**src/design/alf_params.svh**
```systemverilog
// Register offsets, field positions and reset values of the loop filter bank
`ifndef ALF_PARAMS_SVH
`define ALF_PARAMS_SVH
`define ALF_OFF_LOOP_FILTER 12'h000
`define ALF_OFF_THIRD_POLE 12'h004
`define ALF_OFF_REF_FB 12'h008
`define ALF_OFF_LOCK_COUNT 12'h00C
`define ALF_VCO_BYP_BIT 7
`define ALF_POLE_CAP_HI 6
`define ALF_POLE_CAP_LO 4
`define ALF_LPF_RES_HI 3
`define ALF_LPF_RES_LO 0
`define ALF_P3_BYP_BIT 7
`define ALF_P3_RES_HI 6
`define ALF_P3_RES_LO 4
`define ALF_P3_RSVD_BIT 3
`define ALF_P3_CAP_HI 2
`define ALF_P3_CAP_LO 0
`define ALF_LOL_THR_HI 7
`define ALF_LOL_THR_LO 4
`define ALF_FB_DIS_BIT 3
`define ALF_FB_SEL_BIT 2
`define ALF_REF_SEL_HI 1
`define ALF_REF_SEL_LO 0
`define ALF_RST_LOOP_FILTER 8'h74
`define ALF_RST_THIRD_POLE 8'h44
`define ALF_RST_REF_FB 8'h00
`define ALF_P3_WMASK 8'hF7
`endif

```
**src/design/alf_pkg.sv**
```systemverilog
// Types shared by the loop filter configuration bank
package alf_pkg;
	typedef enum logic [1:0] {
		ALF_REF_CRYSTAL = 2'h0,
		ALF_REF_INPUT_ZERO = 2'h1,
		ALF_REF_INPUT_ONE = 2'h2,
		ALF_REF_GROUND = 2'h3
	} alf_ref_sel_t;
	typedef enum logic {
		ALF_FB_INTERNAL = 1'h0,
		ALF_FB_EXTERNAL = 1'h1
	} alf_fb_sel_t;
	typedef struct packed {
		logic vco_filter_bypass;
		logic [2:0] pole_capacitor_code;
		logic [3:0] loop_resistor_code;
		logic third_pole_bypass;
		logic [2:0] third_pole_resistor_code;
		logic [2:0] third_pole_capacitor_code;
	} alf_filter_cfg_t;
	typedef struct packed {
		logic [3:0] lock_loss_threshold;
		logic feedback_divider_disable;
		alf_fb_sel_t feedback_source_select;
		alf_ref_sel_t reference_select;
	} alf_refclk_cfg_t;
endpackage

```
**src/design/alf_config_bank.sv**
```systemverilog
// APB register bank for the PLL loop filter, reference and feedback setup
`timescale 1ns/1ps
`default_nettype none
`include "alf_params.svh"
module alf_config_bank
	import alf_pkg::*;
(
	input wire logic clk_sys_i,
	input wire logic rst_b_i,
	input wire logic psel_i,
	input wire logic penable_i,
	input wire logic pwrite_i,
	input wire logic [11:0] paddr_i,
	input wire logic [31:0] pwdata_i,
	input wire logic [3:0] pstrb_i,
	output logic [31:0] prdata_o,
	output logic pready_o,
	output logic pslverr_o,
	input wire logic [15:0] lock_loss_count_i,
	output alf_filter_cfg_t filter_cfg_o,
	output alf_refclk_cfg_t refclk_cfg_o,
	output logic [3:0] ref_route_onehot_o,
	output logic feedback_divider_enable_o,
	output logic zero_delay_mode_o,
	output logic lock_loss_limit_o
);
	// -----------------------------------------
	// Register state
	// -----------------------------------------
	logic [7:0] lpf_r;
	logic [7:0] lpf_nxt;
	logic [7:0] p3_r;
	logic [7:0] p3_nxt;
	logic [7:0] rfb_r;
	logic [7:0] rfb_nxt;
	logic [31:0] rdata_nxt;
	logic err_nxt;
	logic acc;
	logic wr;
	logic hit;
	logic xfer;
	logic rdy_r;
	logic rdy_nxt;
	logic [31:0] prdata_r;
	logic [31:0] prdata_nxt;
	logic err_r;

	function automatic logic known_addr(input logic [11:0] a);
		known_addr = (a == `ALF_OFF_LOOP_FILTER) ||
			(a == `ALF_OFF_THIRD_POLE) || (a == `ALF_OFF_REF_FB) ||
			(a == `ALF_OFF_LOCK_COUNT);
	endfunction

	assign acc = psel_i && penable_i;
	assign hit = known_addr(paddr_i);
	assign xfer = acc && rdy_r;
	assign wr = xfer && pwrite_i && pstrb_i[0] && hit;

	// -----------------------------------------
	// Next-state and read mux
	// -----------------------------------------
	always_comb begin
		lpf_nxt = lpf_r;
		p3_nxt = p3_r;
		rfb_nxt = rfb_r;
		if (wr && paddr_i == `ALF_OFF_LOOP_FILTER) begin
			lpf_nxt = pwdata_i[7:0];
		end
		if (wr && paddr_i == `ALF_OFF_THIRD_POLE) begin
			p3_nxt = pwdata_i[7:0] & `ALF_P3_WMASK;
		end
		if (wr && paddr_i == `ALF_OFF_REF_FB) begin
			rfb_nxt = pwdata_i[7:0];
		end
		rdata_nxt = 32'h0000_0000;
		case (paddr_i)
			`ALF_OFF_LOOP_FILTER: rdata_nxt = {24'h000000, lpf_r};
			`ALF_OFF_THIRD_POLE: rdata_nxt = {24'h000000, p3_r};
			`ALF_OFF_REF_FB: rdata_nxt = {24'h000000, rfb_r};
			`ALF_OFF_LOCK_COUNT: rdata_nxt = {15'h0000, lock_loss_limit_o,
				lock_loss_count_i};
			default: rdata_nxt = 32'h0000_0000;
		endcase
	end

	always_ff @(posedge clk_sys_i) begin
		if (!rst_b_i) begin
			lpf_r <= `ALF_RST_LOOP_FILTER;
			p3_r <= `ALF_RST_THIRD_POLE;
			rfb_r <= `ALF_RST_REF_FB;
		end else begin
			lpf_r <= lpf_nxt;
			p3_r <= p3_nxt;
			rfb_r <= rfb_nxt;
		end
	end

	// -----------------------------------------
	// Bus answer
	// -----------------------------------------
	// One wait state so read data and error come from flops
	always_comb begin
		rdy_nxt = acc && !rdy_r;
		prdata_nxt = 32'h0000_0000;
		if (rdy_nxt) begin
			prdata_nxt = rdata_nxt;
		end
		err_nxt = rdy_nxt && !hit;
	end

	always_ff @(posedge clk_sys_i) begin
		if (!rst_b_i) begin
			rdy_r <= 1'b0;
			prdata_r <= 32'h0000_0000;
			err_r <= 1'b0;
		end else begin
			rdy_r <= rdy_nxt;
			prdata_r <= prdata_nxt;
			err_r <= err_nxt;
		end
	end

	assign pready_o = rdy_r;
	assign prdata_o = prdata_r;
	assign pslverr_o = err_r;

	// -----------------------------------------
	// Field outputs
	// -----------------------------------------
	always_comb begin
		filter_cfg_o.vco_filter_bypass = lpf_r[`ALF_VCO_BYP_BIT];
		filter_cfg_o.pole_capacitor_code =
			lpf_r[`ALF_POLE_CAP_HI:`ALF_POLE_CAP_LO];
		filter_cfg_o.loop_resistor_code =
			lpf_r[`ALF_LPF_RES_HI:`ALF_LPF_RES_LO];
		filter_cfg_o.third_pole_bypass = p3_r[`ALF_P3_BYP_BIT];
		filter_cfg_o.third_pole_resistor_code =
			p3_r[`ALF_P3_RES_HI:`ALF_P3_RES_LO];
		filter_cfg_o.third_pole_capacitor_code =
			p3_r[`ALF_P3_CAP_HI:`ALF_P3_CAP_LO];
		refclk_cfg_o.lock_loss_threshold =
			rfb_r[`ALF_LOL_THR_HI:`ALF_LOL_THR_LO];
		refclk_cfg_o.feedback_divider_disable = rfb_r[`ALF_FB_DIS_BIT];
		refclk_cfg_o.feedback_source_select =
			alf_fb_sel_t'(rfb_r[`ALF_FB_SEL_BIT]);
		refclk_cfg_o.reference_select =
			alf_ref_sel_t'(rfb_r[`ALF_REF_SEL_HI:`ALF_REF_SEL_LO]);
	end

	alf_ref_mux u_ref_mux (
		.clk_sys_i(clk_sys_i),
		.rst_b_i(rst_b_i),
		.cfg_i(refclk_cfg_o),
		.lock_loss_count_i(lock_loss_count_i),
		.ref_route_onehot_o(ref_route_onehot_o),
		.feedback_divider_enable_o(feedback_divider_enable_o),
		.zero_delay_mode_o(zero_delay_mode_o),
		.lock_loss_limit_o(lock_loss_limit_o)
	);

	// -----------------------------------------
	// Assertions
	// -----------------------------------------
	a_p3_rsvd_zero: assert property (@(posedge clk_sys_i)
		disable iff (!rst_b_i) p3_r[`ALF_P3_RSVD_BIT] == 1'b0)
		else $error("reserved bit set");
	a_lpf_reset_val: assert property (@(posedge clk_sys_i)
		!rst_b_i |=> lpf_r == 8'h74)
		else $error("loop filter reset wrong");
	a_p3_reset_val: assert property (@(posedge clk_sys_i)
		!rst_b_i |=> p3_r == 8'h44)
		else $error("third pole reset wrong");
	a_lpf_write_takes: assert property (@(posedge clk_sys_i)
		disable iff (!rst_b_i)
		wr && paddr_i == `ALF_OFF_LOOP_FILTER |=>
		filter_cfg_o.vco_filter_bypass == $past(pwdata_i[7]) &&
		filter_cfg_o.loop_resistor_code == $past(pwdata_i[3:0]))
		else $error("loop filter write lost");
	a_p3_cap_write: assert property (@(posedge clk_sys_i)
		disable iff (!rst_b_i)
		wr && paddr_i == `ALF_OFF_THIRD_POLE |=>
		filter_cfg_o.third_pole_capacitor_code == $past(pwdata_i[2:0]))
		else $error("third pole capacitor write lost");
	a_fb_div_enable: assert property (@(posedge clk_sys_i)
		disable iff (!rst_b_i)
		$stable(rfb_r) |=> feedback_divider_enable_o ==
		!$past(rfb_r[`ALF_FB_DIS_BIT]))
		else $error("divider enable wrong");
	a_zero_delay_sel: assert property (@(posedge clk_sys_i)
		disable iff (!rst_b_i)
		$stable(rfb_r) |=>
		zero_delay_mode_o == $past(rfb_r[`ALF_FB_SEL_BIT]))
		else $error("feedback source wrong");
	a_rsvd_reads_zero: assert property (@(posedge clk_sys_i)
		disable iff (!rst_b_i)
		pready_o && !pwrite_i && paddr_i == `ALF_OFF_THIRD_POLE |->
		prdata_o[3] == 1'b0 && prdata_o[31:8] == 24'h000000)
		else $error("reserved read nonzero");
	a_unmapped_error: assert property (@(posedge clk_sys_i)
		disable iff (!rst_b_i)
		acc && !hit && pready_o |-> pslverr_o)
		else $error("unmapped access not flagged");

	a_rfb_reset_val: assert property (@(posedge clk_sys_i)
		!rst_b_i |=> rfb_r == `ALF_RST_REF_FB)
		else $error("ref fb reset wrong");

	a_pole_cap_write: assert property (@(posedge clk_sys_i)
		disable iff (!rst_b_i)
		wr && paddr_i == `ALF_OFF_LOOP_FILTER |=>
		filter_cfg_o.pole_capacitor_code == $past(pwdata_i[6:4]))
		else $error("pole capacitor write lost");

	a_p3_res_write: assert property (@(posedge clk_sys_i)
		disable iff (!rst_b_i)
		wr && paddr_i == `ALF_OFF_THIRD_POLE |=>
		filter_cfg_o.third_pole_resistor_code == $past(pwdata_i[6:4]))
		else $error("third pole resistor write lost");

	a_p3_byp_write: assert property (@(posedge clk_sys_i)
		disable iff (!rst_b_i)
		wr && paddr_i == `ALF_OFF_THIRD_POLE |=>
		filter_cfg_o.third_pole_bypass == $past(pwdata_i[7]))
		else $error("third pole bypass write lost");

	a_thr_write: assert property (@(posedge clk_sys_i)
		disable iff (!rst_b_i)
		wr && paddr_i == `ALF_OFF_REF_FB |=>
		refclk_cfg_o.lock_loss_threshold == $past(pwdata_i[7:4]))
		else $error("threshold write lost");

	a_fb_dis_write: assert property (@(posedge clk_sys_i)
		disable iff (!rst_b_i)
		wr && paddr_i == `ALF_OFF_REF_FB |=>
		refclk_cfg_o.feedback_divider_disable == $past(pwdata_i[3]))
		else $error("divider disable write lost");

	a_fb_sel_write: assert property (@(posedge clk_sys_i)
		disable iff (!rst_b_i)
		wr && paddr_i == `ALF_OFF_REF_FB |=>
		refclk_cfg_o.feedback_source_select == $past(pwdata_i[2]))
		else $error("feedback select write lost");

	a_ref_sel_write: assert property (@(posedge clk_sys_i)
		disable iff (!rst_b_i)
		wr && paddr_i == `ALF_OFF_REF_FB |=>
		refclk_cfg_o.reference_select == $past(pwdata_i[1:0]))
		else $error("reference select write lost");

	a_rsvd_write_drop: assert property (@(posedge clk_sys_i)
		disable iff (!rst_b_i)
		wr && paddr_i == `ALF_OFF_THIRD_POLE |=>
		p3_r[`ALF_P3_RSVD_BIT] == 1'b0)
		else $error("reserved bit written");

	a_strobe_ignored: assert property (@(posedge clk_sys_i)
		disable iff (!rst_b_i)
		xfer && pwrite_i && !pstrb_i[0] |=>
		$stable(lpf_r) && $stable(p3_r) && $stable(rfb_r))
		else $error("write without strobe landed");

	a_status_wr_ignored: assert property (@(posedge clk_sys_i)
		disable iff (!rst_b_i)
		xfer && pwrite_i && paddr_i == `ALF_OFF_LOCK_COUNT |=>
		$stable(lpf_r) && $stable(p3_r) && $stable(rfb_r))
		else $error("status write landed");

	a_unmapped_wr_drop: assert property (@(posedge clk_sys_i)
		disable iff (!rst_b_i)
		xfer && pwrite_i && !hit |=>
		$stable(lpf_r) && $stable(p3_r) && $stable(rfb_r))
		else $error("unmapped write landed");

	a_ready_one_cycle: assert property (@(posedge clk_sys_i)
		disable iff (!rst_b_i)
		pready_o |=> !pready_o)
		else $error("ready held too long");

	a_ready_in_access: assert property (@(posedge clk_sys_i)
		disable iff (!rst_b_i)
		pready_o |-> acc)
		else $error("ready outside access");

	a_ready_follows: assert property (@(posedge clk_sys_i)
		disable iff (!rst_b_i)
		acc && !pready_o |=> pready_o)
		else $error("ready missing");

	a_err_with_ready: assert property (@(posedge clk_sys_i)
		disable iff (!rst_b_i)
		pslverr_o |-> pready_o)
		else $error("error without ready");

	a_idle_rdata_zero: assert property (@(posedge clk_sys_i)
		disable iff (!rst_b_i)
		!pready_o |-> prdata_o == 32'h0000_0000)
		else $error("read data outside answer");

	a_lpf_read_value: assert property (@(posedge clk_sys_i)
		disable iff (!rst_b_i)
		pready_o && !pwrite_i && paddr_i == `ALF_OFF_LOOP_FILTER |->
		prdata_o == {24'h000000, $past(lpf_r)})
		else $error("loop filter read wrong");

	a_p3_read_value: assert property (@(posedge clk_sys_i)
		disable iff (!rst_b_i)
		pready_o && !pwrite_i && paddr_i == `ALF_OFF_THIRD_POLE |->
		prdata_o == {24'h000000, $past(p3_r)})
		else $error("third pole read wrong");

	a_rfb_read_value: assert property (@(posedge clk_sys_i)
		disable iff (!rst_b_i)
		pready_o && !pwrite_i && paddr_i == `ALF_OFF_REF_FB |->
		prdata_o == {24'h000000, $past(rfb_r)})
		else $error("ref fb read wrong");

	a_status_read: assert property (@(posedge clk_sys_i)
		disable iff (!rst_b_i)
		pready_o && !pwrite_i && paddr_i == `ALF_OFF_LOCK_COUNT |->
		prdata_o[31:17] == 15'h0000 &&
		prdata_o[16] == $past(lock_loss_limit_o))
		else $error("status read wrong");

	a_route_onehot: assert property (@(posedge clk_sys_i)
		disable iff (!rst_b_i)
		$onehot(ref_route_onehot_o))
		else $error("route not one-hot");
endmodule
`default_nettype wire

```
**src/design/alf_ref_mux.sv**
```systemverilog
// Reference selection decoder and loss-of-lock comparator
`timescale 1ns/1ps
`default_nettype none
module alf_ref_mux
	import alf_pkg::*;
(
	input wire logic clk_sys_i,
	input wire logic rst_b_i,
	input var alf_refclk_cfg_t cfg_i,
	input wire logic [15:0] lock_loss_count_i,
	output logic [3:0] ref_route_onehot_o,
	output logic feedback_divider_enable_o,
	output logic zero_delay_mode_o,
	output logic lock_loss_limit_o
);
	logic [3:0] route_nxt;
	logic fbd_en_nxt;
	logic zdb_nxt;
	logic lol_nxt;
	always_comb begin
		route_nxt = 4'h0;
		case (cfg_i.reference_select)
			ALF_REF_CRYSTAL: route_nxt = 4'h1;
			ALF_REF_INPUT_ZERO: route_nxt = 4'h2;
			ALF_REF_INPUT_ONE: route_nxt = 4'h4;
			ALF_REF_GROUND: route_nxt = 4'h8;
			default: route_nxt = 4'h8;
		endcase
		fbd_en_nxt = ~cfg_i.feedback_divider_disable;
		zdb_nxt = (cfg_i.feedback_source_select == ALF_FB_EXTERNAL);
		lol_nxt = lock_loss_count_i > {12'h000, cfg_i.lock_loss_threshold};
	end
	always_ff @(posedge clk_sys_i) begin
		if (!rst_b_i) begin
			ref_route_onehot_o <= 4'h1;
			feedback_divider_enable_o <= 1'b1;
			zero_delay_mode_o <= 1'b0;
			lock_loss_limit_o <= 1'b0;
		end else begin
			ref_route_onehot_o <= route_nxt;
			feedback_divider_enable_o <= fbd_en_nxt;
			zero_delay_mode_o <= zdb_nxt;
			lock_loss_limit_o <= lol_nxt;
		end
	end
	a_lol_tracks_count: assert property (@(posedge clk_sys_i)
		disable iff (!rst_b_i)
		$stable(lock_loss_count_i) && $stable(cfg_i) |=>
		lock_loss_limit_o == ($past(lock_loss_count_i) >
		{12'h000, $past(cfg_i.lock_loss_threshold)}))
		else $error("lock loss flag wrong");
	a_ref_ground_route: assert property (@(posedge clk_sys_i)
		disable iff (!rst_b_i)
		cfg_i.reference_select == ALF_REF_GROUND |=>
		ref_route_onehot_o == 4'h8)
		else $error("ground route missing");
endmodule
`default_nettype wire

```
**config.mk**
```make
export PLATFORM = sky130hd
export DESIGN_NAME = alf_config_bank
export DESIGN_NICKNAME = d
export VERILOG_FILES = /design/src/design/alf_pkg.sv /design/src/design/alf_config_bank.sv /design/src/design/alf_ref_mux.sv
export VERILOG_INCLUDE_DIRS = /design/src /design/src/design
export SDC_FILE = /design/constraint.sdc
export NUM_CORES = 1
export LEC_CHECK = 0
export BUFFER_PORTS_ARGS = -buffer_cell sky130_fd_sc_hd__buf_2
export CAP_MARGIN = 0
export CORE_UTILIZATION = 46
export DETAILED_ROUTE_END_ITERATION = 16
export GPL_TIMING_DRIVEN = 0
export HOLD_SLACK_MARGIN = 0.15
export PLACE_DENSITY_LB_ADDON = 0.08
export SETUP_SLACK_MARGIN = 0.5
export SLEW_MARGIN = 20
export SYNTH_ARGS = -nofsm -noshare
export SYNTH_HDL_FRONTEND = slang
export SYNTH_HIERARCHICAL = 1
export SYNTH_SLANG_ARGS = --single-unit
export TNS_END_PERCENT = 1
```
**constraint.sdc**
```tcl
create_clock -name clk_sys_i -period 5.4 [get_ports clk_sys_i]
set_clock_uncertainty 0.05 [all_clocks]
set_input_delay 1.08 -clock clk_sys_i [delete_from_list [all_inputs] [get_ports clk_sys_i]]
set_output_delay 1.08 -clock clk_sys_i [all_outputs]
set_load 0.03 [all_outputs]
```
==> results.json <==
{
  "seq_area_um2": 981,
  "post_cts_buffers": 0,
  "hold_viol_final": 0,
  "post_drt_wl_per_cell_um": 14.2,
  "multi_input_area_mm2": 0.00108,
  "clock_path_buffers": 2,
  "cts_hold_buf": 0,
  "critPathMaxFanout": 8,
  "max_cap_violations": 0,
  "rows": 24,
  "hold_start": "refclk_cfg_o[3]",
  "final_common_cell": "buf_2",
  "hp-class": "reg2reg",
  "synth_ff_type": "dfxtp_1",
  "crit_family": "simple AND/OR/NAND/NOR gates",
  "drc": 10,
  "wirelength_um": 5380,
  "initial_core_util_pct": 49.0,
  "cts_tree": "built",
  "synthArstFlopShare_pct": 0,
  "cts.reportedPaths.clkPinSlew_ns": 0.09,
  "end_kind": "flop",
  "irDropWorstVdd_v": 0.000188,
  "dr.pass1.iters": 11,
  "max_stage_delay_ns": 0.51,
  "placement.io_buffers": 89,
  "max_slew_margin_pct": 63.7,
  "synth_area_mm2": 0.00219,
  "grt_overflow": 0,
  "crit_buf_inv": 2,
  "drt_iter0_drc": 112,
  "yosysWarnings": 6,
  "die_w_um": 71.0,
  "grt_pass1_wl_um": 8200,
  "cts_max_level": 2,
  "grt_pass1_vias": 1732,
  "required_ns": 5.57,
  "p_leak_nw": 1.44,
  "post-route-util_pct": 63.5,
  "n_antenna_cell": 0,
  "path_cells": "buf_2 > or4_1 > buf_2 > nor2_1 > nand4_2 > mux2i_1",
  "slowest_stage": "or4_1",
  "place_congestion": 0.867,
  "cts_resized": 0,
  "fmax_ghz": 0.379,
  "cp-start-kind": "input pin",
  "grt_setup_unrepaired": "no",
  "grt_use_total_pct": 21.4,
  "final-setup-viol-count": 0,
  "ys_seq_area_share_pct": 44.7,
  "min_period_ns": 2.64,
  "synthToLayoutAreaGrowth_pct": 29.6,
  "most-common-layout-cells": "buf_2, dfxtp_1, nand2_1",
  "crit_type": "in2reg",
  "antenna_found_initial": 0,
  "via_count": 1918,
  "tightestPinTransition_ns": 0.544,
  "die_h_um": 71.0,
  "avgSynthCellArea_um2": 10.1,
  "setup_tns_ns": 0,
  "cts_sinks": 49,
  "numCtsBuffers": 5,
  "synth-edff-count": 0,
  "finalNetCount": 400,
  "fp.dieArea_mm2": 0.00505,
  "r2r_start": "pready_o",
  "core_mm2": 0.00447,
  "crit_path_start": "paddr_i[9]",
  "final_max_slew_viol_count": 0,
  "fill_cells": 414,
  "violations": "design-rule violations",
  "cpMostUsedCell": "buf_2",
  "final_antenna_net_count": 0,
  "ys_ff_latch": 49,
  "crit_arrival_ns": 2.81,
  "place_hpwl_um": 4120,
  "synthCells": 217,
  "ios": 133,
  "root_buffer": "clkbuf_8",
  "drive_gt1_share_pct": 41.5,
  "outcome": "complete, but fails checks",
  "p_per_area_mw_per_mm2": 227,
  "post-route-period-util_pct": 48.9,
  "vias_per_cell": 5.05,
  "grt_max_degree": 16,
  "synthDistinctLibCells": 43,
  "clk_latency_ns": 0.30
}
state kept, by name (all words and copies together), names as in the netlist:
signal and flops:
u_ref_mux/zero_delay_mode_o 1, p3_r 7, refclk_cfg_o 8, prdata_o 17
pslverr_o 1, pready_o 1, u_ref_mux/lock_loss_limit_o 1, lpf_r 8
u_ref_mux/feedback_divider_enable_o 1, u_ref_mux/ref_route_onehot_o 4
cell families after synthesis:
| group | share of synthesized area [%] |
|---|---|
| mux | 13.6 |
| buf+inv | 8.50 |
| simple gates | 24.6 |
| fa+ha+maj | 2.28 |
| flops | 44.7 |
| compound gates | 6.05 |
| other cells | 0.171 |
area by class of cell:
class / count / area share [%]
inverters: 4 / 0.528
clock inverters: 3 / 0.616
repair buffers: 89 / 15.7
plain buffers: 26 / 6.03
well taps: 52 / 2.29
clock buffers: 5 / 2.42
multi-input cells: 152 / 37.9
flip-flops and latches: 49 / 34.5
synthesized netlist by cell type, types with 2 or more instances:
| cell | count | area [um^2] |
|---|---|---|
| a21oi_1 | 2 | 10.0 |
| a222oi_1 | 6 | 60.1 |
| and2_1 | 2 | 12.5 |
| and3_1 | 10 | 62.6 |
| and4_1 | 2 | 17.5 |
| and4b_1 | 2 | 20.0 |
| buf_2 | 2 | 10.0 |
| buf_4 | 15 | 113 |
| buf_6 | 2 | 22.5 |
| clkbuf_1 | 7 | 26.3 |
| dfxtp_1 | 49 | 981 |
| ha_1 | 4 | 50.1 |
| inv_1 | 4 | 15.0 |
| mux2_2 | 7 | 78.8 |
| mux2i_1 | 22 | 220 |
| nand2_1 | 30 | 113 |
| nand3_1 | 3 | 15.0 |
| nand4b_1 | 2 | 17.5 |
| nor2_1 | 11 | 41.3 |
| nor2b_1 | 7 | 43.8 |
| nor3b_1 | 2 | 15.0 |
| nor4_2 | 3 | 37.5 |
| nor4_4 | 2 | 42.5 |
| o31ai_1 | 2 | 15.0 |
worst paths after layout:
check	to	slack (ns)	depth (start not counted)
min reg2reg	u_ref_mux/feedback_divider_enable_o	0.37	1
min	u_ref_mux/feedback_divider_enable_o	0.37	1
max reg2reg	refclk_cfg_o[1]	3.94	3
max	refclk_cfg_o[1]	2.76	6
metal layers:
layer  up-vias  share of wire, %  global-route usage (%)
met4         0               1.2                    8.00
met2        76                47                    35.9
li1        959                 -                       -
met3         5               5.9                    3.70
met5         -                 0                       0
met1       878                46                    27.7
through the flow:
| step | cell area (um^2) | worst slack (ns) | hold WS (ns) | instances | power, W |
|---|---|---|---|---|---|
| finish | 2840 | 2.76 | 0.366 | 380 | 0.000644 |
| global route | 2840 | 2.66 | 0.380 | 380 | 0.000667 |
| CTS | 2840 | 2.79 | 0.366 | 380 | 0.000650 |
| detailed placement | 2760 | 2.48 | 0.345 | 372 | 0.000442 |
| global placement | 2760 | 2.49 | 0.345 | 372 | 0.000441 |
| floorplan | 2240 | 2.76 | 0.468 | 231 | 0.000415 |
report_power, final:
group	switching [W]	internal (W)	leakage [nW]
logic	0.0000432	0.0000286	0.998
registers	0.000000444	0.000362	0.395
clock network	0.000120	0.0000895	0.0439
No activity file was read; power rests on OpenSTA's default activity.
